## src/rtl/fan_limit_pkg.sv

```systemverilog
// shared constants, types and helpers for the fan zone limit and tach mode registers
package fan_limit_pkg;

  // register offsets on the management register port
  localparam logic [7:0] ADDR_ABS1 = 8'h6a;
  localparam logic [7:0] ADDR_ABS2 = 8'h6b;
  localparam logic [7:0] ADDR_ABS3 = 8'h6c;
  localparam logic [7:0] ADDR_HYST12 = 8'h6d;
  localparam logic [7:0] ADDR_HYST3 = 8'h6e;
  localparam logic [7:0] ADDR_TEST = 8'h6f;
  localparam logic [7:0] ADDR_TACH = 8'h74;

  // reset values
  localparam logic [7:0] RST_ABS = 8'h64;
  localparam logic [7:0] RST_HYST12 = 8'h44;
  localparam logic [7:0] RST_HYST3 = 8'h40;
  localparam logic [7:0] RST_TEST = 8'h00;
  localparam logic [7:0] RST_TACH = 8'h00;
  localparam logic [7:0] RD_UNDEFINED = 8'h00;

  // writable bit masks, reserved bits stay zero
  localparam logic [7:0] MASK_HYST3 = 8'hf0;
  localparam logic [7:0] MASK_TEST = 8'h01;
  localparam logic [7:0] MASK_TACH = 8'h3f;

  // field positions
  localparam int HYST1_LSB = 4;
  localparam int HYST2_LSB = 0;
  localparam int HYST3_LSB = 4;
  localparam int XEN_BIT = 0;
  localparam int FAN_SPEED_INPUT_1_LSB = 0;
  localparam int FAN_SPEED_INPUT_2_LSB = 2;
  localparam int TACH34_LSB = 4;

  // limit code that switches the absolute-limit override off (-128 C)
  localparam logic [7:0] ABS_DISABLE = 8'h80;
  localparam logic [15:0] TACH_SATURATED = 16'hffff;
  localparam logic [1:0] PULSES_PER_REV = 2'h2;

  typedef enum logic [1:0] {
    TACH_PLAIN = 2'b00,
    TACH_FLAGGED = 2'b01,
    TACH_ACCURATE = 2'b10,
    TACH_QUIET = 2'b11
  } tach_mode_t;

  typedef enum logic {
    ZONE_IDLE = 1'b0,
    ZONE_ACTIVE = 1'b1
  } zone_state_t;

  typedef struct packed {
    logic write;
    logic read;
    logic [7:0] addr;
    logic [7:0] wdata;
  } reg_req_t;

  typedef struct packed {
    logic [7:0] absLimit;
    logic [3:0] hyst;
  } zone_cfg_t;

  typedef struct packed {
    logic lowSpeedExt;
    logic quietTune;
    logic saturate;
  } tach_ctl_t;

  // mode field of tach input idx (inputs 3 and 4 share one field)
  function automatic tach_mode_t tach_field(input logic [7:0] r, input logic [1:0] idx);
    case (idx)
      2'h0: tach_field = tach_mode_t'(r[FAN_SPEED_INPUT_1_LSB+:2]);
      2'h1: tach_field = tach_mode_t'(r[FAN_SPEED_INPUT_2_LSB+:2]);
      default: tach_field = tach_mode_t'(r[TACH34_LSB+:2]);
    endcase
  endfunction : tach_field

  // least detectable rpm for a tach mode and pwm frequency step
  function automatic logic [12:0] min_rpm(input tach_mode_t m, input logic [2:0] f);
    logic ext;
    ext = m[1];
    case (f)
      3'h0: min_rpm = ext ? 13'd210 : 13'd841;
      3'h1: min_rpm = ext ? 13'd315 : 13'd1262;
      3'h2: min_rpm = ext ? 13'd420 : 13'd1944;
      3'h3: min_rpm = ext ? 13'd420 : 13'd2523;
      3'h4: min_rpm = ext ? 13'd420 : 13'd3205;
      3'h5: min_rpm = ext ? 13'd420 : 13'd3953;
      3'h6: min_rpm = ext ? 13'd420 : 13'd5156;
      default: min_rpm = ext ? 13'd420 : 13'd7906;
    endcase
  endfunction : min_rpm

endpackage : fan_limit_pkg

```

## src/rtl/zone_fan_eval.sv

```systemverilog
// per-zone fan limit, hysteresis and absolute-limit evaluation
`timescale 1ns/1ps
module zone_fan_eval (
  // clock and reset
  input logic clk,
  input logic rst_n,
  // zone inputs
  input logic [7:0] temp,
  input logic [7:0] fanLimit,
  input fan_limit_pkg::zone_cfg_t cfg,
  // zone results
  output logic fanOn,
  output logic holdMin,
  output logic absOver
);
  import fan_limit_pkg::*;

  zone_state_t state;
  zone_state_t next_state;
  logic signed [8:0] lowEdge;
  logic signed [8:0] temp9;

  // all temperatures and limits are signed whole degrees
  assign temp9 = $signed({temp[7], temp});
  assign lowEdge = $signed({fanLimit[7], fanLimit}) - $signed({5'h00, cfg.hyst});
  assign fanOn = $signed(temp) >= $signed(fanLimit);
  // strictly above the limit; the -128 code can never be exceeded meaningfully, so gate it
  assign absOver = (cfg.absLimit != ABS_DISABLE) && ($signed(temp) > $signed(cfg.absLimit));
  // between limit-hyst and limit the fan idles at minimum duty
  // the band edge is checked here too, so a drop straight past it never shows a one-cycle hold
  assign holdMin = (state == ZONE_ACTIVE) && !fanOn && (temp9 >= lowEdge);

  // leave the active state only once below limit minus hysteresis
  always_comb begin
    next_state = state;
    case (state)
      ZONE_IDLE: if (fanOn) next_state = ZONE_ACTIVE;
      ZONE_ACTIVE: if (temp9 < lowEdge) next_state = ZONE_IDLE;
      default: next_state = ZONE_IDLE;
    endcase
  end

  always_ff @(posedge clk or negedge rst_n) begin
    if (!rst_n) begin
      state <= ZONE_IDLE;
    end else begin
      state <= next_state;
    end
  end

  property p_hold_exit;
    @(posedge clk) disable iff (!rst_n)
      (state == ZONE_ACTIVE && temp9 >= lowEdge) |=> (state == ZONE_ACTIVE);
  endproperty
  a_hold_exit: assert property (p_hold_exit) else $error("zone left hold above hysteresis edge");

endmodule : zone_fan_eval

```

## src/rtl/fan_zone_limit_tach_mode_regs.sv

```systemverilog
// absolute limit, hysteresis, test and tach mode register group with its decode
// Operation
// newer variant, auto mode: any zone above its absolute limit drives all PWMs full.
// absolute limit code 80h disables that zone's full-duty override.
// older variant: only the violating zone's PWM goes full, others untouched.
// absolute limits are signed two's-complement whole degrees Celsius.
// lock bit makes limit, hysteresis and test registers read-only, writes ignored.
// start bit clear: logic uses reset defaults while writes still get stored.
// after crossing fan limit, hold minimum duty until below limit minus hysteresis.
// hysteresis fields are 4-bit degrees: zone1 bits 7:4, zone2 3:0, zone3 7:4.
// test register bit 0 enters xor tree test mode; zero leaves it.
// vendor range has no defined power-up value unless a register gives one.
// tach mode fields: input1 bits 1:0, input2 bits 3:2, inputs 3/4 bits 5:4.
// fan speed results assume two tach pulses per revolution in every mode.
// mode 00 is plain detection; slow fans may report any value.
// modes 1 to 3 report all ones below minimum detectable speed.
// mode 10 extends low speed for accuracy, 11 for least PWM disturbance.
// minimum detectable speed follows PWM frequency; extended modes cap at 420 rpm.
// tach mode register ignores lock but defaults apply while start is clear.
// fan switches on when zone temperature equals its fan limit.
// undefined addresses read zero; writes there do nothing.
// reserved bits read zero and ignore written values.
`timescale 1ns/1ps
module fan_zone_limit_tach_mode_regs (
  // clock and reset
  input logic clk,
  input logic rst_n,
  // register port
  input fan_limit_pkg::reg_req_t regReq,
  output logic [7:0] rdData,
  output logic rdValid,
  // control from the ready/lock/start register and device strap
  input logic lockBit,
  input logic startBit,
  input logic variantB,
  input logic [2:0] autoMode,
  // zone temperatures and fan limits
  input logic [2:0][7:0] zoneTemp,
  input logic [2:0][7:0] fanLimit,
  // zone results
  output logic [2:0] fullDuty,
  output logic [2:0] fanOn,
  output logic [2:0] holdMin,
  // test mode
  output logic xorTreeEnable,
  // tach inputs and results
  input logic [2:0] pwmFreqSel,
  input logic [3:0][15:0] tachRaw,
  input logic [3:0] tachSlow,
  output logic [3:0][15:0] tachReport,
  output fan_limit_pkg::tach_ctl_t [3:0] tachCtl,
  output logic [3:0][12:0] minRpm,
  output logic [1:0] pulsesPerRev
);
  import fan_limit_pkg::*;

  // stored register contents
  logic [2:0][7:0] absReg;
  logic [7:0] hyst12Reg;
  logic [7:0] hyst3Reg;
  logic [7:0] testReg;
  logic [7:0] tachReg;
  logic [2:0][7:0] next_absReg;
  logic [7:0] next_hyst12Reg;
  logic [7:0] next_hyst3Reg;
  logic [7:0] next_testReg;
  logic [7:0] next_tachReg;

  // values that the logic actually uses
  logic [2:0][7:0] absEff;
  logic [7:0] hyst12Eff;
  logic [7:0] hyst3Eff;
  logic [7:0] testEff;
  logic [7:0] tachEff;
  zone_cfg_t [2:0] zoneCfg;
  logic [2:0] absOver;
  logic [2:0] fanOnNow;
  logic [2:0] holdNow;
  logic lockedWrite;

  // read path
  logic [7:0] readMux;
  logic [7:0] next_rdData;
  logic next_rdValid;

  // registered outputs
  logic [2:0] next_fullDuty;
  logic [2:0] next_fanOn;
  logic [2:0] next_holdMin;
  logic next_xorTreeEnable;
  logic [3:0][15:0] next_tachReport;
  tach_ctl_t [3:0] next_tachCtl;
  logic [3:0][12:0] next_minRpm;

  // lock only gates the limit, hysteresis and test registers, never the tach mode register
  assign lockedWrite = regReq.write && !lockBit;

  // register writes; reserved bits are masked off so they always read back zero
  always_comb begin
    next_absReg = absReg;
    next_hyst12Reg = hyst12Reg;
    next_hyst3Reg = hyst3Reg;
    next_testReg = testReg;
    next_tachReg = tachReg;
    if (lockedWrite) begin
      case (regReq.addr)
        ADDR_ABS1: next_absReg[0] = regReq.wdata;
        ADDR_ABS2: next_absReg[1] = regReq.wdata;
        ADDR_ABS3: next_absReg[2] = regReq.wdata;
        ADDR_HYST12: next_hyst12Reg = regReq.wdata;
        ADDR_HYST3: next_hyst3Reg = regReq.wdata & MASK_HYST3;
        ADDR_TEST: next_testReg = regReq.wdata & MASK_TEST;
        default: ;
      endcase
    end
    // other addresses, including the rest of the vendor range, are dropped
    if (regReq.write && regReq.addr == ADDR_TACH) begin
      next_tachReg = regReq.wdata & MASK_TACH;
    end
  end

  // every register here has its own default, so none is left undefined at reset
  always_ff @(posedge clk or negedge rst_n) begin
    if (!rst_n) begin
      absReg <= {RST_ABS, RST_ABS, RST_ABS};
      hyst12Reg <= RST_HYST12;
      hyst3Reg <= RST_HYST3;
      testReg <= RST_TEST;
      tachReg <= RST_TACH;
    end else begin
      absReg <= next_absReg;
      hyst12Reg <= next_hyst12Reg;
      hyst3Reg <= next_hyst3Reg;
      testReg <= next_testReg;
      tachReg <= next_tachReg;
    end
  end

  // until start is set the block runs on defaults, so half-programmed values never act
  assign absEff = startBit ? absReg : {RST_ABS, RST_ABS, RST_ABS};
  assign hyst12Eff = startBit ? hyst12Reg : RST_HYST12;
  assign hyst3Eff = startBit ? hyst3Reg : RST_HYST3;
  assign testEff = startBit ? testReg : RST_TEST;
  assign tachEff = startBit ? tachReg : RST_TACH;

  // zone configuration carriers
  always_comb begin
    zoneCfg[0].absLimit = absEff[0];
    zoneCfg[1].absLimit = absEff[1];
    zoneCfg[2].absLimit = absEff[2];
    zoneCfg[0].hyst = hyst12Eff[HYST1_LSB+:4];
    zoneCfg[1].hyst = hyst12Eff[HYST2_LSB+:4];
    zoneCfg[2].hyst = hyst3Eff[HYST3_LSB+:4];
  end

  // one evaluator per temperature zone
  genvar z;
  generate
    for (z = 0; z < 3; z++) begin : g_zone
      zone_fan_eval u_eval (
        .clk(clk),
        .rst_n(rst_n),
        .temp(zoneTemp[z]),
        .fanLimit(fanLimit[z]),
        .cfg(zoneCfg[z]),
        .fanOn(fanOnNow[z]),
        .holdMin(holdNow[z]),
        .absOver(absOver[z])
      );
    end
  endgenerate

  // full-duty override; the newer variant fans it out to every output in auto mode, the older keeps it local
  always_comb begin
    for (int i = 0; i < 3; i++) begin
      if (variantB) begin
        next_fullDuty[i] = autoMode[i] && (|absOver);
      end else begin
        next_fullDuty[i] = autoMode[i] && absOver[i];
      end
    end
    next_fanOn = fanOnNow;
    next_holdMin = holdNow;
    next_xorTreeEnable = testEff[XEN_BIT];
  end

  // tach mode decode, saturation and detectable-speed floor
  always_comb begin
    tach_mode_t m;
    m = TACH_PLAIN;
    for (int i = 0; i < 4; i++) begin
      m = tach_field(tachEff, 2'(i));
      next_tachCtl[i].lowSpeedExt = m[1];
      next_tachCtl[i].quietTune = (m == TACH_QUIET);
      next_tachCtl[i].saturate = (m != TACH_PLAIN);
      // plain mode passes the raw count even when it is meaningless
      if (m != TACH_PLAIN && tachSlow[i]) begin
        next_tachReport[i] = TACH_SATURATED;
      end else begin
        next_tachReport[i] = tachRaw[i];
      end
      next_minRpm[i] = min_rpm(m, pwmFreqSel);
    end
  end

  // read mux shows stored values, not the defaults in use before start
  always_comb begin
    case (regReq.addr)
      ADDR_ABS1: readMux = absReg[0];
      ADDR_ABS2: readMux = absReg[1];
      ADDR_ABS3: readMux = absReg[2];
      ADDR_HYST12: readMux = hyst12Reg;
      ADDR_HYST3: readMux = hyst3Reg;
      ADDR_TEST: readMux = testReg;
      ADDR_TACH: readMux = tachReg;
      default: readMux = RD_UNDEFINED;
    endcase
    next_rdData = regReq.read ? readMux : rdData;
    next_rdValid = regReq.read;
  end

  // output registers
  always_ff @(posedge clk or negedge rst_n) begin
    if (!rst_n) begin
      rdData <= RD_UNDEFINED;
      rdValid <= 1'b0;
      fullDuty <= 3'h0;
      fanOn <= 3'h0;
      holdMin <= 3'h0;
      xorTreeEnable <= 1'b0;
      tachReport <= '0;
      tachCtl <= '0;
      minRpm <= '0;
    end else begin
      rdData <= next_rdData;
      rdValid <= next_rdValid;
      fullDuty <= next_fullDuty;
      fanOn <= next_fanOn;
      holdMin <= next_holdMin;
      xorTreeEnable <= next_xorTreeEnable;
      tachReport <= next_tachReport;
      tachCtl <= next_tachCtl;
      minRpm <= next_minRpm;
    end
  end

  // the pulse count per revolution is fixed for every mode
  assign pulsesPerRev = PULSES_PER_REV;

  // checks
  property p_lock_hold;
    @(posedge clk) disable iff (!rst_n)
      (regReq.write && lockBit && regReq.addr == ADDR_ABS1) |=> $stable(absReg[0]);
  endproperty
  a_lock_hold: assert property (p_lock_hold) else $error("locked limit register changed");

  property p_start_default;
    @(posedge clk) disable iff (!rst_n)
      !startBit |-> (zoneCfg[2].absLimit == RST_ABS && zoneCfg[0].hyst == RST_HYST12[HYST1_LSB+:4]);
  endproperty
  a_start_default: assert property (p_start_default) else $error("default not used before start");

  property p_tach_unlocked;
    @(posedge clk) disable iff (!rst_n)
      (regReq.write && lockBit && regReq.addr == ADDR_TACH) |=> (tachReg == ($past(regReq.wdata) & MASK_TACH));
  endproperty
  a_tach_unlocked: assert property (p_tach_unlocked) else $error("tach mode write lost under lock");

  property p_undef_read;
    @(posedge clk) disable iff (!rst_n)
      (regReq.read && regReq.addr == 8'h70) |=> (rdValid && rdData == RD_UNDEFINED);
  endproperty
  a_undef_read: assert property (p_undef_read) else $error("undefined address read nonzero");

  property p_reserved;
    @(posedge clk) disable iff (!rst_n)
      (regReq.read && regReq.addr == ADDR_TEST) |=> (rdData[7:1] == 7'h00);
  endproperty
  a_reserved: assert property (p_reserved) else $error("reserved test bits read nonzero");

  property p_full_all;
    @(posedge clk) disable iff (!rst_n)
      (variantB && autoMode == 3'h7 && absOver[0]) |=> (fullDuty == 3'h7);
  endproperty
  a_full_all: assert property (p_full_all) else $error("newer variant did not force all outputs");

  property p_full_local;
    @(posedge clk) disable iff (!rst_n)
      (!variantB && absOver == 3'h1 && autoMode == 3'h7) |=> (fullDuty == 3'h1);
  endproperty
  a_full_local: assert property (p_full_local) else $error("older variant forced wrong outputs");

  property p_disable;
    @(posedge clk) disable iff (!rst_n)
      (absEff[0] == ABS_DISABLE) |-> !absOver[0];
  endproperty
  a_disable: assert property (p_disable) else $error("disabled absolute limit still fired");

  property p_saturate;
    @(posedge clk) disable iff (!rst_n)
      (tachEff[FAN_SPEED_INPUT_2_LSB+:2] != 2'b00 && tachSlow[1]) |=> (tachReport[1] == TACH_SATURATED);
  endproperty
  a_saturate: assert property (p_saturate) else $error("slow fan not reported as all ones");

  property p_xor_enter;
    @(posedge clk) disable iff (!rst_n)
      (startBit && !lockBit && regReq.write && regReq.addr == ADDR_TEST) ##1 startBit
        |=> (xorTreeEnable == $past(regReq.wdata[XEN_BIT], 2));
  endproperty
  a_xor_enter: assert property (p_xor_enter) else $error("test mode bit not followed");

  c_full_all: cover property (@(posedge clk) disable iff (!rst_n) variantB && fullDuty == 3'h7);
  c_hold: cover property (@(posedge clk) disable iff (!rst_n) holdMin[0] ##1 !holdMin[0]);
  c_locked: cover property (@(posedge clk) disable iff (!rst_n) lockBit && regReq.write && regReq.addr == ADDR_TEST);

endmodule : fan_zone_limit_tach_mode_regs

```

## config.mk

```make
export PLATFORM = sky130hd
export DESIGN_NAME = fan_zone_limit_tach_mode_regs
export DESIGN_NICKNAME = d
export VERILOG_FILES = /design/src/rtl/fan_limit_pkg.sv /design/src/rtl/zone_fan_eval.sv /design/src/rtl/fan_zone_limit_tach_mode_regs.sv
export SDC_FILE = /design/constraint.sdc
export NUM_CORES = 1
export LEC_CHECK = 0
export ABC_AREA = 0
export BUFFER_PORTS_ARGS = -buffer_cell sky130_fd_sc_hd__clkbuf_2
export CAP_MARGIN = 40
export CORE_AREA = 10 10 190 192
export CTS_BUF_LIST = sky130_fd_sc_hd__clkbuf_16
export DETAILED_ROUTE_END_ITERATION = 16
export DIE_AREA = 0 0 200 202
export GPL_TIMING_DRIVEN = 1
export PLACE_DENSITY = 0.54
export SLEW_MARGIN = 20
export SYNTH_ARGS = -nofsm -noshare
export SYNTH_HDL_FRONTEND = slang
export SYNTH_SLANG_ARGS = --single-unit
```

## constraint.sdc

```tcl
create_clock -name clk -period 5.47 [get_ports clk]
set_input_delay 1.094 -clock clk [delete_from_list [all_inputs] [get_ports clk]]
set_output_delay 1.094 -clock clk [all_outputs]
set_load 0.03 [all_outputs]
```

==> results of run 1 <==
## logic make-up after synthesis
group,after synthesis,share of synthesized area (%)
multiplexers,52,6.01
XOR/XNOR,22,2.01
flip-flops,177,46.4
AO/OA/AOI/OAI,145,10.5
AND/OR/NAND/NOR,301,17.8
buffers and inverters,109,5.25
other,2,0.0784
adder cells (fa/ha/maj),90,12.0
## power by group through the flow
| stage | combinational, mW | sequential, mW | clock (mW) |
|---|---|---|---|
| finish | 0.642 | 1.43 | 1.23 |
| CTS | 0.655 | 1.43 | 1.27 |
| detailed placement | 0.653 | 1.45 | 0 |
| global placement | 0.646 | 1.45 | 0 |
| floorplan | 0.301 | 1.56 | 0 |
| global route | 0.718 | 1.44 | 1.32 |
## per-stage QoR
stage | util [%] | hold slack (ns) | power (mW)
after floorplan | - | 0.422 | 1.86
after global placement | 35.2 | 0.441 | 2.10
after detailed placement | 35.2 | 0.440 | 2.11
after CTS | 37.0 | 0.456 | 3.36
after global routing | 37.0 | 0.465 | 3.48
final | 37.0 | 0.453 | 3.30
## flip-flops by register name (all words and copies together) (netlist names), 4 cells and up
register    count
rdData          8
tachReg         6
hyst12Reg       8
tachReport     64
absReg         24
hyst3Reg        4
minRpm         39
tachCtl         9
## synth_stat cells (4+ instances only)
master	instances
nor3_1	20
xor2_1	4
clkbuf_1	18
ha_1	87
nor4b_1	7
a21boi_0	10
a21o_1	5
o21a_1	12
dfrtp_1	165
dfstp_2	12
o2bb2ai_1	7
nor4_1	7
o211ai_1	4
mux2i_1	8
o21ai_0	21
nand2_1	55
mux2_2	44
a22oi_1	7
nand2b_1	73
inv_1	64
a221oi_1	5
nand4_1	7
xnor2_1	18
nor2b_1	27
o22ai_1	8
or2_2	4
nor2_1	47
a21oi_1	27
buf_4	20
nand3_1	20
a211oi_1	12
and2_1	10
## how the worst min path moves through the flow
| stage | start | endpoint | cells past startpoint |
|---|---|---|---|
| after global placement | g_zone[1].u_eval.state | g_zone[1].u_eval.state | 1 |
| final | g_zone[0].u_eval.state | g_zone[0].u_eval.state | 1 |
| after CTS | g_zone[1].u_eval.state | g_zone[1].u_eval.state | 1 |
| after global routing | g_zone[1].u_eval.state | g_zone[1].u_eval.state | 1 |
| after floorplan | g_zone[0].u_eval.state | g_zone[0].u_eval.state | 1 |
| after detailed placement | g_zone[1].u_eval.state | g_zone[1].u_eval.state | 1 |
## per-layer routing
metal	GRT usage, %	vias up	wire (um)
li1	-	3635	-
met1	17.1	3484	12300
met2	24.6	220	14400
met3	6.23	20	2430
met4	3.41	0	307
met5	0	-	0
## final cells by class
class | count | area, um2 | area share, %
clock buffer | 17 | 425 | 3.56
antenna | 1 | 2.50 | 0.0209
timing repair buffer | 293 | 1490 | 12.5
sequential | 177 | 4440 | 37.2
inverter | 64 | 240 | 2.01
multi-input combinational | 612 | 4640 | 38.8
tap | 442 | 553 | 4.62
clock inverter | 15 | 166 | 1.39
## critical path, cell delays in order
cell and delay (ns):
clkbuf_2 0.43, and2_1 0.31, ha_1 0.20, fa_1 0.41, nor2b_1 0.12, o21ai_0 0.08
nand2b_1 0.11, nor3_1 0.07, xnor2_1 0.13, ha_1 0.32, a211o_1 0.28, nor2_1 0.10
a211oi_1 0.07, or4_1 0.43, o211a_1 0.25
==> impl_metrics.tcl, run 1 <==
set metrics [dict create \
    syn2layout_area_growth_pct 24.8 \
    switching_share_pct 31.2 \
    slew_headroom_pct 50.9 \
    chipHeight_um 202 \
    clockPowerShare_pct 37.3 \
    cp.required_ns 5.80 \
    async_flop_share_pct 100 \
    grtUsageTotal_pct 14.7 \
    placed_area_um2 11400 \
    slew_viol_final 0 \
    fill_cells 3287 \
    layout_common_cells "clkbuf_2, dfrtp_1, ha_1" \
    synthCells 898 \
    path_class "input port to register" \
    antenna_found_initial 1 \
    ys_ff_latch 177 \
    gp_congestion 0.828 \
    r2r_slack_ns 2.20 \
    cts_setup_buffers 0 \
    startpoint "startBit" \
    seqPwrFrac_pct 43.2 \
    worst_pin_slew_ns 0.736 \
    drt_first_pass_iters 4 \
    endpoint_kind "register" \
    io_buffer_count 291 \
    synth_top_area_share_pct 43.1 \
    instances_no_fill 1621 \
    grt-ovfl-total 0 \
    timing.final.ws_setup_ns 1.37 \
    place_worst_setup_slack_ns 0.926 \
    fin_crit_ns 4.10 \
    cts_max_level 4 \
    synth_cell_types 66 \
    pwr_density_cell_nw_per_um2 276 \
    hp-class "register to register" \
    via_per_inst 4.54 \
    tns_ns 0 \
    num_vias 7359 \
    final_layout_size_suffix_gt1_share_pct 33.6 \
    hold_viol 0 \
    wirelength_um 29500 \
    critPathLaunchType "input port" \
    drt-initial-drc-count 303 \
    rsz0062_at_grt "false" \
    dieWidth_um 200 \
    clock_latency_ns 0.45 \
    r2r_cells 14 \
    dp_cells 1588 \
    core_area_um2 32300 \
    wire_per_inst_um 18.2 \
    status "complete, no violations" \
    synth-seq-area-share_pct 46.4 \
    worst_ep_arrival_time_ns 4.43 \
    cts_hold_buffers 0 \
    fp.dieArea_um2 40400 \
    cts_resized 0 \
    netSwitchingPower_mw 1.03 \
    drc 0 \
    path_max_fanout 35 \
    netlist_area_um2 9580 \
    r2r-end "holdMin[2]" \
    synth_nets 1133 \
    clock-sinks 177 \
    rows 66 \
    nNetsFinal 1400 \
    synthFlopType "dfrtp_1" \
    cts_tree "built" \
    fin_crit_sh_pct 75.0 \
    internal_power_mw 2.27 \
    numCtsBuffers 17 \
    clockBufferDepth 2 \
    cap_violations 0 \
    synth.area.top_cells "dfrtp_1, ha_1, mux2_2" \
    combPwrFrac_pct 19.4 \
    hpwl_um 23900 \
    synth_edf_count 0 \
    critical_path.endpoint "holdMin[0]" \
    finalSetupViolations 0 \
    worstReg2RegStart "hyst3Reg[4]" \
    layout_commonest_cell "clkbuf_2" \
    grt_pass1_wl_um 45800 \
    grt_start_max_net_pins 106 \
    grt_pass1_vias 8023 \
    start_util_pct 29.7 \
    io_pins 294 \
    vdd_drop_max_uv 220 \
    p_leak_nw 6.02 \
    avgSynthCellArea_um2 10.7 \
    max_freq_mhz 244 \
    fin_area_um2 12000 \
    synth_largest_area_cell "dfrtp_1" \
    antenna_left 0 \
    fin_worst_skew_ns 0.0126 \
    cts_root_buf "clkbuf_16" \
    ys.warnings.count 0 \
    cts.clk_slew.worst_paths_ns 0.07 \
]
Note: power is estimated with default switching activity, not from simulation.
==> run 2: changes to the inputs <==
--- a/config.mk
+++ b/config.mk
@@ -5,13 +5,13 @@
 export SDC_FILE = /design/constraint.sdc
 export NUM_CORES = 1
 export LEC_CHECK = 0
-export ABC_AREA = 0
+export ABC_AREA = 1
 export BUFFER_PORTS_ARGS = -buffer_cell sky130_fd_sc_hd__clkbuf_2
 export CAP_MARGIN = 40
-export CORE_AREA = 10 10 190 192
+export CORE_AREA = 10 10 192 194
 export CTS_BUF_LIST = sky130_fd_sc_hd__clkbuf_16
 export DETAILED_ROUTE_END_ITERATION = 16
-export DIE_AREA = 0 0 200 202
+export DIE_AREA = 0 0 202 204
 export GPL_TIMING_DRIVEN = 1
 export PLACE_DENSITY = 0.54
 export SLEW_MARGIN = 20
==> constraint.sdc (replaced) <==
create_clock -name clk -period 4.2 [get_ports clk]
set_input_delay 0.84 -clock clk [delete_from_list [all_inputs] [get_ports clk]]
set_output_delay 0.84 -clock clk [all_outputs]
set_load 0.03 [all_outputs]
==> impl_metrics.tcl, run 2 <==
set metrics [dict create \
    status "complete, no violations" \
    drt-initial-drc-count 398 \
    cts_hold_buffers 0 \
    synth_nets 1386 \
    slew_headroom_pct 63.2 \
    pwr_density_cell_nw_per_um2 352 \
    avgSynthCellArea_um2 8.47 \
    grtUsageTotal_pct 14.3 \
    wire_per_inst_um 16.0 \
    fin_area_um2 12100 \
    cts_max_level 4 \
    p_leak_nw 6.81 \
    dieWidth_um 202 \
    layout_common_cells "nand2_1, clkbuf_2, inv_1" \
    numCtsBuffers 17 \
    largest_register "tachReport" \
    seq_area_um2 4440 \
    clock_latency_ns 0.43 \
    critPathLaunchType "input port" \
    placed_area_um2 11600 \
    r2r_cells 17 \
    ys_ff_latch 177 \
    rows 67 \
    multi_input_area_um2 4330 \
    synthCells 1151 \
    tns_ns 0 \
    endpoint_kind "register" \
    fin_worst_skew_ns 0.0147 \
    synth_cell_types 50 \
    antenna_found_initial 8 \
    cts.clk_slew.worst_paths_ns 0.08 \
    syn2layout_area_growth_pct 24.6 \
    clock-sinks 177 \
    max_freq_mhz 309 \
    io_pins 294 \
    cts_resized 0 \
    chipHeight_um 204 \
    grt_pass1_wl_um 47100 \
    grt_pass1_vias 8704 \
    cts_setup_buffers 0 \
    final_layout_size_suffix_gt1_share_pct 27.4 \
    yosysMostFrequentCell "nand2_1" \
    synthFlopType "dfrtp_1" \
    grt_start_max_net_pins 83 \
    synth_top_area_share_pct 42.4 \
    num_vias 8377 \
    cp.required_ns 4.52 \
    fp.dieArea_um2 41200 \
    layout_commonest_cell "nand2_1" \
    worst_pin_slew_ns 0.551 \
    worstReg2RegStart "hyst12Reg[2]" \
    synth_edf_count 0 \
    fin_crit_ns 3.24 \
    slew_viol_final 0 \
    total_power_mw 4.27 \
    vdd_drop_max_uv 265 \
    io_buffer_count 291 \
    hp-class "input port to async pin" \
    clockBufferDepth 2 \
    drc 0 \
    fill_cells 3450 \
    path_max_fanout 9 \
    top_regs "tachReport (64), minRpm (39), absReg (24)" \
    cap_violations 0 \
    worst_ep_arrival_time_ns 3.55 \
    netlist_area_um2 9750 \
    rsz0062_at_grt "false" \
    fin_crit_sh_pct 77.0 \
    core_area_um2 33100 \
    drt_first_pass_iters 5 \
    synth_largest_area_cell "dfrtp_1" \
    wirelength_um 30300 \
    antenna_left 0 \
    gp_congestion 0.883 \
    synth.area.top_cells "dfrtp_1, nand2_1, ha_1" \
    ys.warnings.count 0 \
    cts_root_buf "clkbuf_16" \
    cts_tree "built" \
    grt-ovfl-total 0 \
    r2r-end "holdMin[1]" \
    synth-seq-area-share_pct 45.6 \
    hold_viol 0 \
    ys_top_cells_by_count "nand2_1, inv_1, dfrtp_1" \
    hpwl_um 24700 \
    r2r_slack_ns 1.28 \
    nNetsFinal 1664 \
    largest_register_ff_count 64 \
    start_util_pct 29.4 \
    via_per_inst 4.42 \
    async_flop_share_pct 100 \
    finalSetupViolations 0 \
    path_class "input port to register" \
]
## run 2: changes by cell type after synthesis, sizes merged, moves of 27 or more
cell	previous run	this run
a21oi	27	54
inv	64	181
nor2b	27	0
mux2	44	0
nand2	55	338
nor2	47	84
o21ai	21	70
nand2b	73	0
## run 2: stage by stage
stage          util (%)  cells  hold slack [ns]  setup slack [ns]
2_1_floorplan         -   1151            0.436             0.895
6_report           36.7   1894            0.220             0.964
3_3_place_gp       34.9   1857            0.464             0.668
3_5_place_dp       34.9   1857            0.465             0.533
4_1_cts            36.6   1889            0.471             0.997
5_1_grt            36.7   1892            0.196             0.675
## run 2: routing by layer
metal	track usage (%)	share of wire, %	vias to the layer above
li1	-	-	4177
met1	17.6	43	3895
met2	23.1	46	251
met3	5.34	7.9	42
met4	4.05	1.9	12
met5	0	0.32	-
## run 2: cells by family (layout without fill, tap and decap cells)
group | after synthesis | in the layout | synth area share, %
AND/OR/NAND/NOR | 491 | 491 | 21.1
adder cells (fa/ha/maj) | 90 | 90 | 11.8
buffers and inverters | 221 | 512 | 9.97
XOR/XNOR | 16 | 16 | 1.44
flip-flops | 177 | 177 | 45.6
other | 2 | 6 | 0.0771
AO/OA/AOI/OAI | 154 | 154 | 10.0
## run 2: layout make-up
class / count / share of cell area, %
multi-input cells: 753 / 35.7
clock inverters: 15 / 1.08
repair buffers: 296 / 12.7
well taps: 448 / 4.61
clock buffers: 17 / 3.50
inverters: 184 / 5.76
flip-flops and latches: 177 / 36.6
diodes: 4 / 0.0824
## run 2: worst max-delay path by stage
stage	from	end	slack, ns	cells after the start
finish	startBit	holdMin[1]	0.96	19
global route	startBit	holdMin[1]	0.68	19
CTS	startBit	holdMin[1]	1.0	19
detailed placement	startBit	holdMin[1]	0.53	19
global placement	startBit	holdMin[1]	0.67	19
floorplan	startBit	holdMin[1]	0.89	20
## run 2: power breakdown
group          switching, mW  total [mW]  internal [mW]  leakage [nW]
Clock                  0.733        1.56          0.824         0.271
Combinational          0.574       0.858          0.283          4.37
Sequential            0.0498        1.86           1.81          2.16
## run 2: worst max-delay path, stage by stage
cell and delay [ns]:
clkbuf_2 0.11, inv_1 0.30, nor2_1 0.11, ha_1 0.34, inv_1 0.08, nor2_1 0.03
o21ai_0 0.36, nand2_1 0.09, nor2_1 0.16, a21oi_1 0.10, a21oi_1 0.13, ha_1 0.25
a21oi_1 0.15, o21a_1 0.15, nand3_1 0.08, nand2_1 0.07, nand2_1 0.05, nor2_1 0.10
nor2_1 0.05
==> run 3: changes to the inputs <==
==> constraint.sdc (replaced) <==
create_clock -name clk -period 3.3 [get_ports clk]
set_input_delay 0.66 -clock clk [delete_from_list [all_inputs] [get_ports clk]]
set_output_delay 0.66 -clock clk [all_outputs]
set_load 0.03 [all_outputs]
==> impl_metrics.tcl, run 3 (same netlist as run 2, synthesis figures left out) <==
set metrics [dict create \
    gp_congestion 0.858 \
    endpoint_kind "register" \
    status "complete, no violations" \
    rows 67 \
    cts_max_level 4 \
    multi_input_area_um2 4330 \
    layout_commonest_cell "nand2_1" \
    fp.dieArea_um2 41200 \
    grt-ovfl-total 0 \
    worstPathCellList "clkbuf_2 > buf_12 > nand2_1 > inv_1 > ha_1 > fa_1 > o21ai_0 > nor3_1 > xor2_1 > ha_1 > nand2_1 > nor2_1 > nand3b_1 > nand3_1 > nand2_1 > nand2_1 > nor2_1 > nor2_1" \
    grt_pass1_vias 8482 \
    clockPowerShare_pct 37.2 \
    cts_resized 0 \
    fin_crit_sh_pct 88.4 \
    combPwrFrac_pct 20.0 \
    cts.clk_slew.worst_paths_ns 0.08 \
    top_regs "tachReport (64), minRpm (39), absReg (24)" \
    clock_latency_ns 0.43 \
    cap_violations 0 \
    hpwl_um 25200 \
    seq_area_um2 4440 \
    worst_ep_arrival_time_ns 3.28 \
    total_power_mw 5.53 \
    io_buffer_count 291 \
    clock-sinks 177 \
    largest_register_ff_count 64 \
    io_pins 294 \
    fill_cells 3494 \
    clockBufferDepth 2 \
    path_max_fanout 10 \
    cpMostUsedCell "nand2_1" \
    cp.required_ns 3.66 \
    dieWidth_um 202 \
    fin_crit_ns 2.92 \
    slew_viol_final 0 \
    drt_first_pass_iters 5 \
    critPathLaunchType "input port" \
    finalSetupViolations 0 \
    drt-initial-drc-count 381 \
    antenna_found_initial 9 \
    slew_headroom_pct 64.7 \
    p_leak_nw 6.88 \
    pwr_density_cell_nw_per_um2 451 \
    switching_share_pct 31.2 \
    critPathMaxStageDelay_ns 0.39 \
    place_worst_setup_slack_ns -0.0701 \
    via_per_inst 4.41 \
    cts_root_buf "clkbuf_16" \
    cp_slowest_cell "fa_1" \
    syn2layout_area_growth_pct 25.7 \
    final_layout_size_suffix_gt1_share_pct 28.1 \
    vdd_drop_max_uv 321 \
    drc 0 \
    crit_family "adder cells" \
    antenna_left 0 \
    numCtsBuffers 17 \
    hold_viol 0 \
    max_freq_mhz 343 \
    fin_worst_skew_ns 0.0130 \
    num_vias 8390 \
    hp-class "input port to async pin" \
    netSwitchingPower_mw 1.73 \
    worst_pin_slew_ns 0.530 \
    grtUsageTotal_pct 14.5 \
    cts_tree "built" \
    seqPwrFrac_pct 42.8 \
    layout_common_cells "nand2_1, clkbuf_2, inv_1" \
    timing.final.ws_setup_ns 0.381 \
    grt_pass1_wl_um 47200 \
    core_area_um2 33100 \
    wirelength_um 30400 \
    path_buf_inv 3 \
    cts_setup_buffers 0 \
    path_class "input port to register" \
    chipHeight_um 204 \
    largest_register "tachReport" \
    internal_power_mw 3.80 \
    start_util_pct 29.4 \
    cts_hold_buffers 0 \
    nNetsFinal 1677 \
    rsz0062_at_grt "false" \
    grt_start_max_net_pins 70 \
    wire_per_inst_um 16.0 \
]
## run 3: per-layer routing
| layer | routed length (um) | part of all wire (%) | GRT usage [%] | vias to the layer above |
|---|---|---|---|---|
| li1 | - | - | - | 4214 |
| met1 | 13700 | 45 | 18.4 | 3881 |
| met2 | 13700 | 45 | 22.4 | 235 |
| met3 | 2240 | 7.4 | 5.14 | 46 |
| met4 | 734 | 2.4 | 4.99 | 14 |
| met5 | 83 | 0.27 | 0 | - |
## run 3: power by group through the flow
stage	clock (mW)	combinational, mW	sequential, mW
after global routing	2.22	1.24	2.38
after global placement	0	1.11	2.41
final	2.06	1.11	2.37
after floorplan	0	0.503	2.60
after CTS	2.13	1.13	2.37
after detailed placement	0	1.12	2.41
## run 3: area by class of cell
cell class / instances / area share (%)
Sequential cell: 177 / 36.3
Multi-Input combinational cell: 753 / 35.3
Timing Repair Buffer: 309 / 13.3
Inverter: 184 / 5.71
Tap cell: 448 / 4.57
Clock buffer: 17 / 3.47
Clock inverter: 14 / 1.27
Antenna cell: 2 / 0.0408
## run 3: through the flow
stage | area, um2 | utilization (%) | std cells | TNS (ns) | hold slack [ns]
6_report | 12300 | 37.0 | 1904 | 0 | 0.195
5_1_grt | 12300 | 37.0 | 1903 | 0 | 0.208
4_1_cts | 12300 | 37.0 | 1902 | 0 | 0.193
3_5_place_dp | 11700 | 35.2 | 1871 | -0.266 | 0.468
3_3_place_gp | 11700 | 35.2 | 1871 | 0 | 0.464
2_1_floorplan | 9750 | - | 1151 | 0 | 0.364
## run 3: worst reg2reg max path, cell delays in order (launching register included)
cell and delay, ns:
dfrtp_1 0.41, nand2_1 0.08, inv_1 0.04, ha_1 0.19, fa_1 0.39, o21ai_0 0.32, nor3_1 0.14, xor2_1 0.17
ha_1 0.32, nand2_1 0.07, nor2_1 0.15, nand3b_1 0.11, nand3_1 0.10, nand2_1 0.06, nand2_1 0.05, nor2_1 0.04
nor2_1 0.11
## run 3: worst paths after layout
path / from / to / slack (ns) / cells past startpoint
min: rst_n / tachReport[41] / 0.19 / 1
max reg2reg: hyst3Reg[4] / holdMin[2] / 0.48 / 16
max: startBit / holdMin[2] / 0.38 / 18
min in group clk: tachRaw[54] / tachReport[54] / 0.41 / 3
min reg2reg: rdData[1] / rdData[1] / 0.48 / 2
max in group asynchronous: rst_n / hyst12Reg[2] / 2.36 / 2
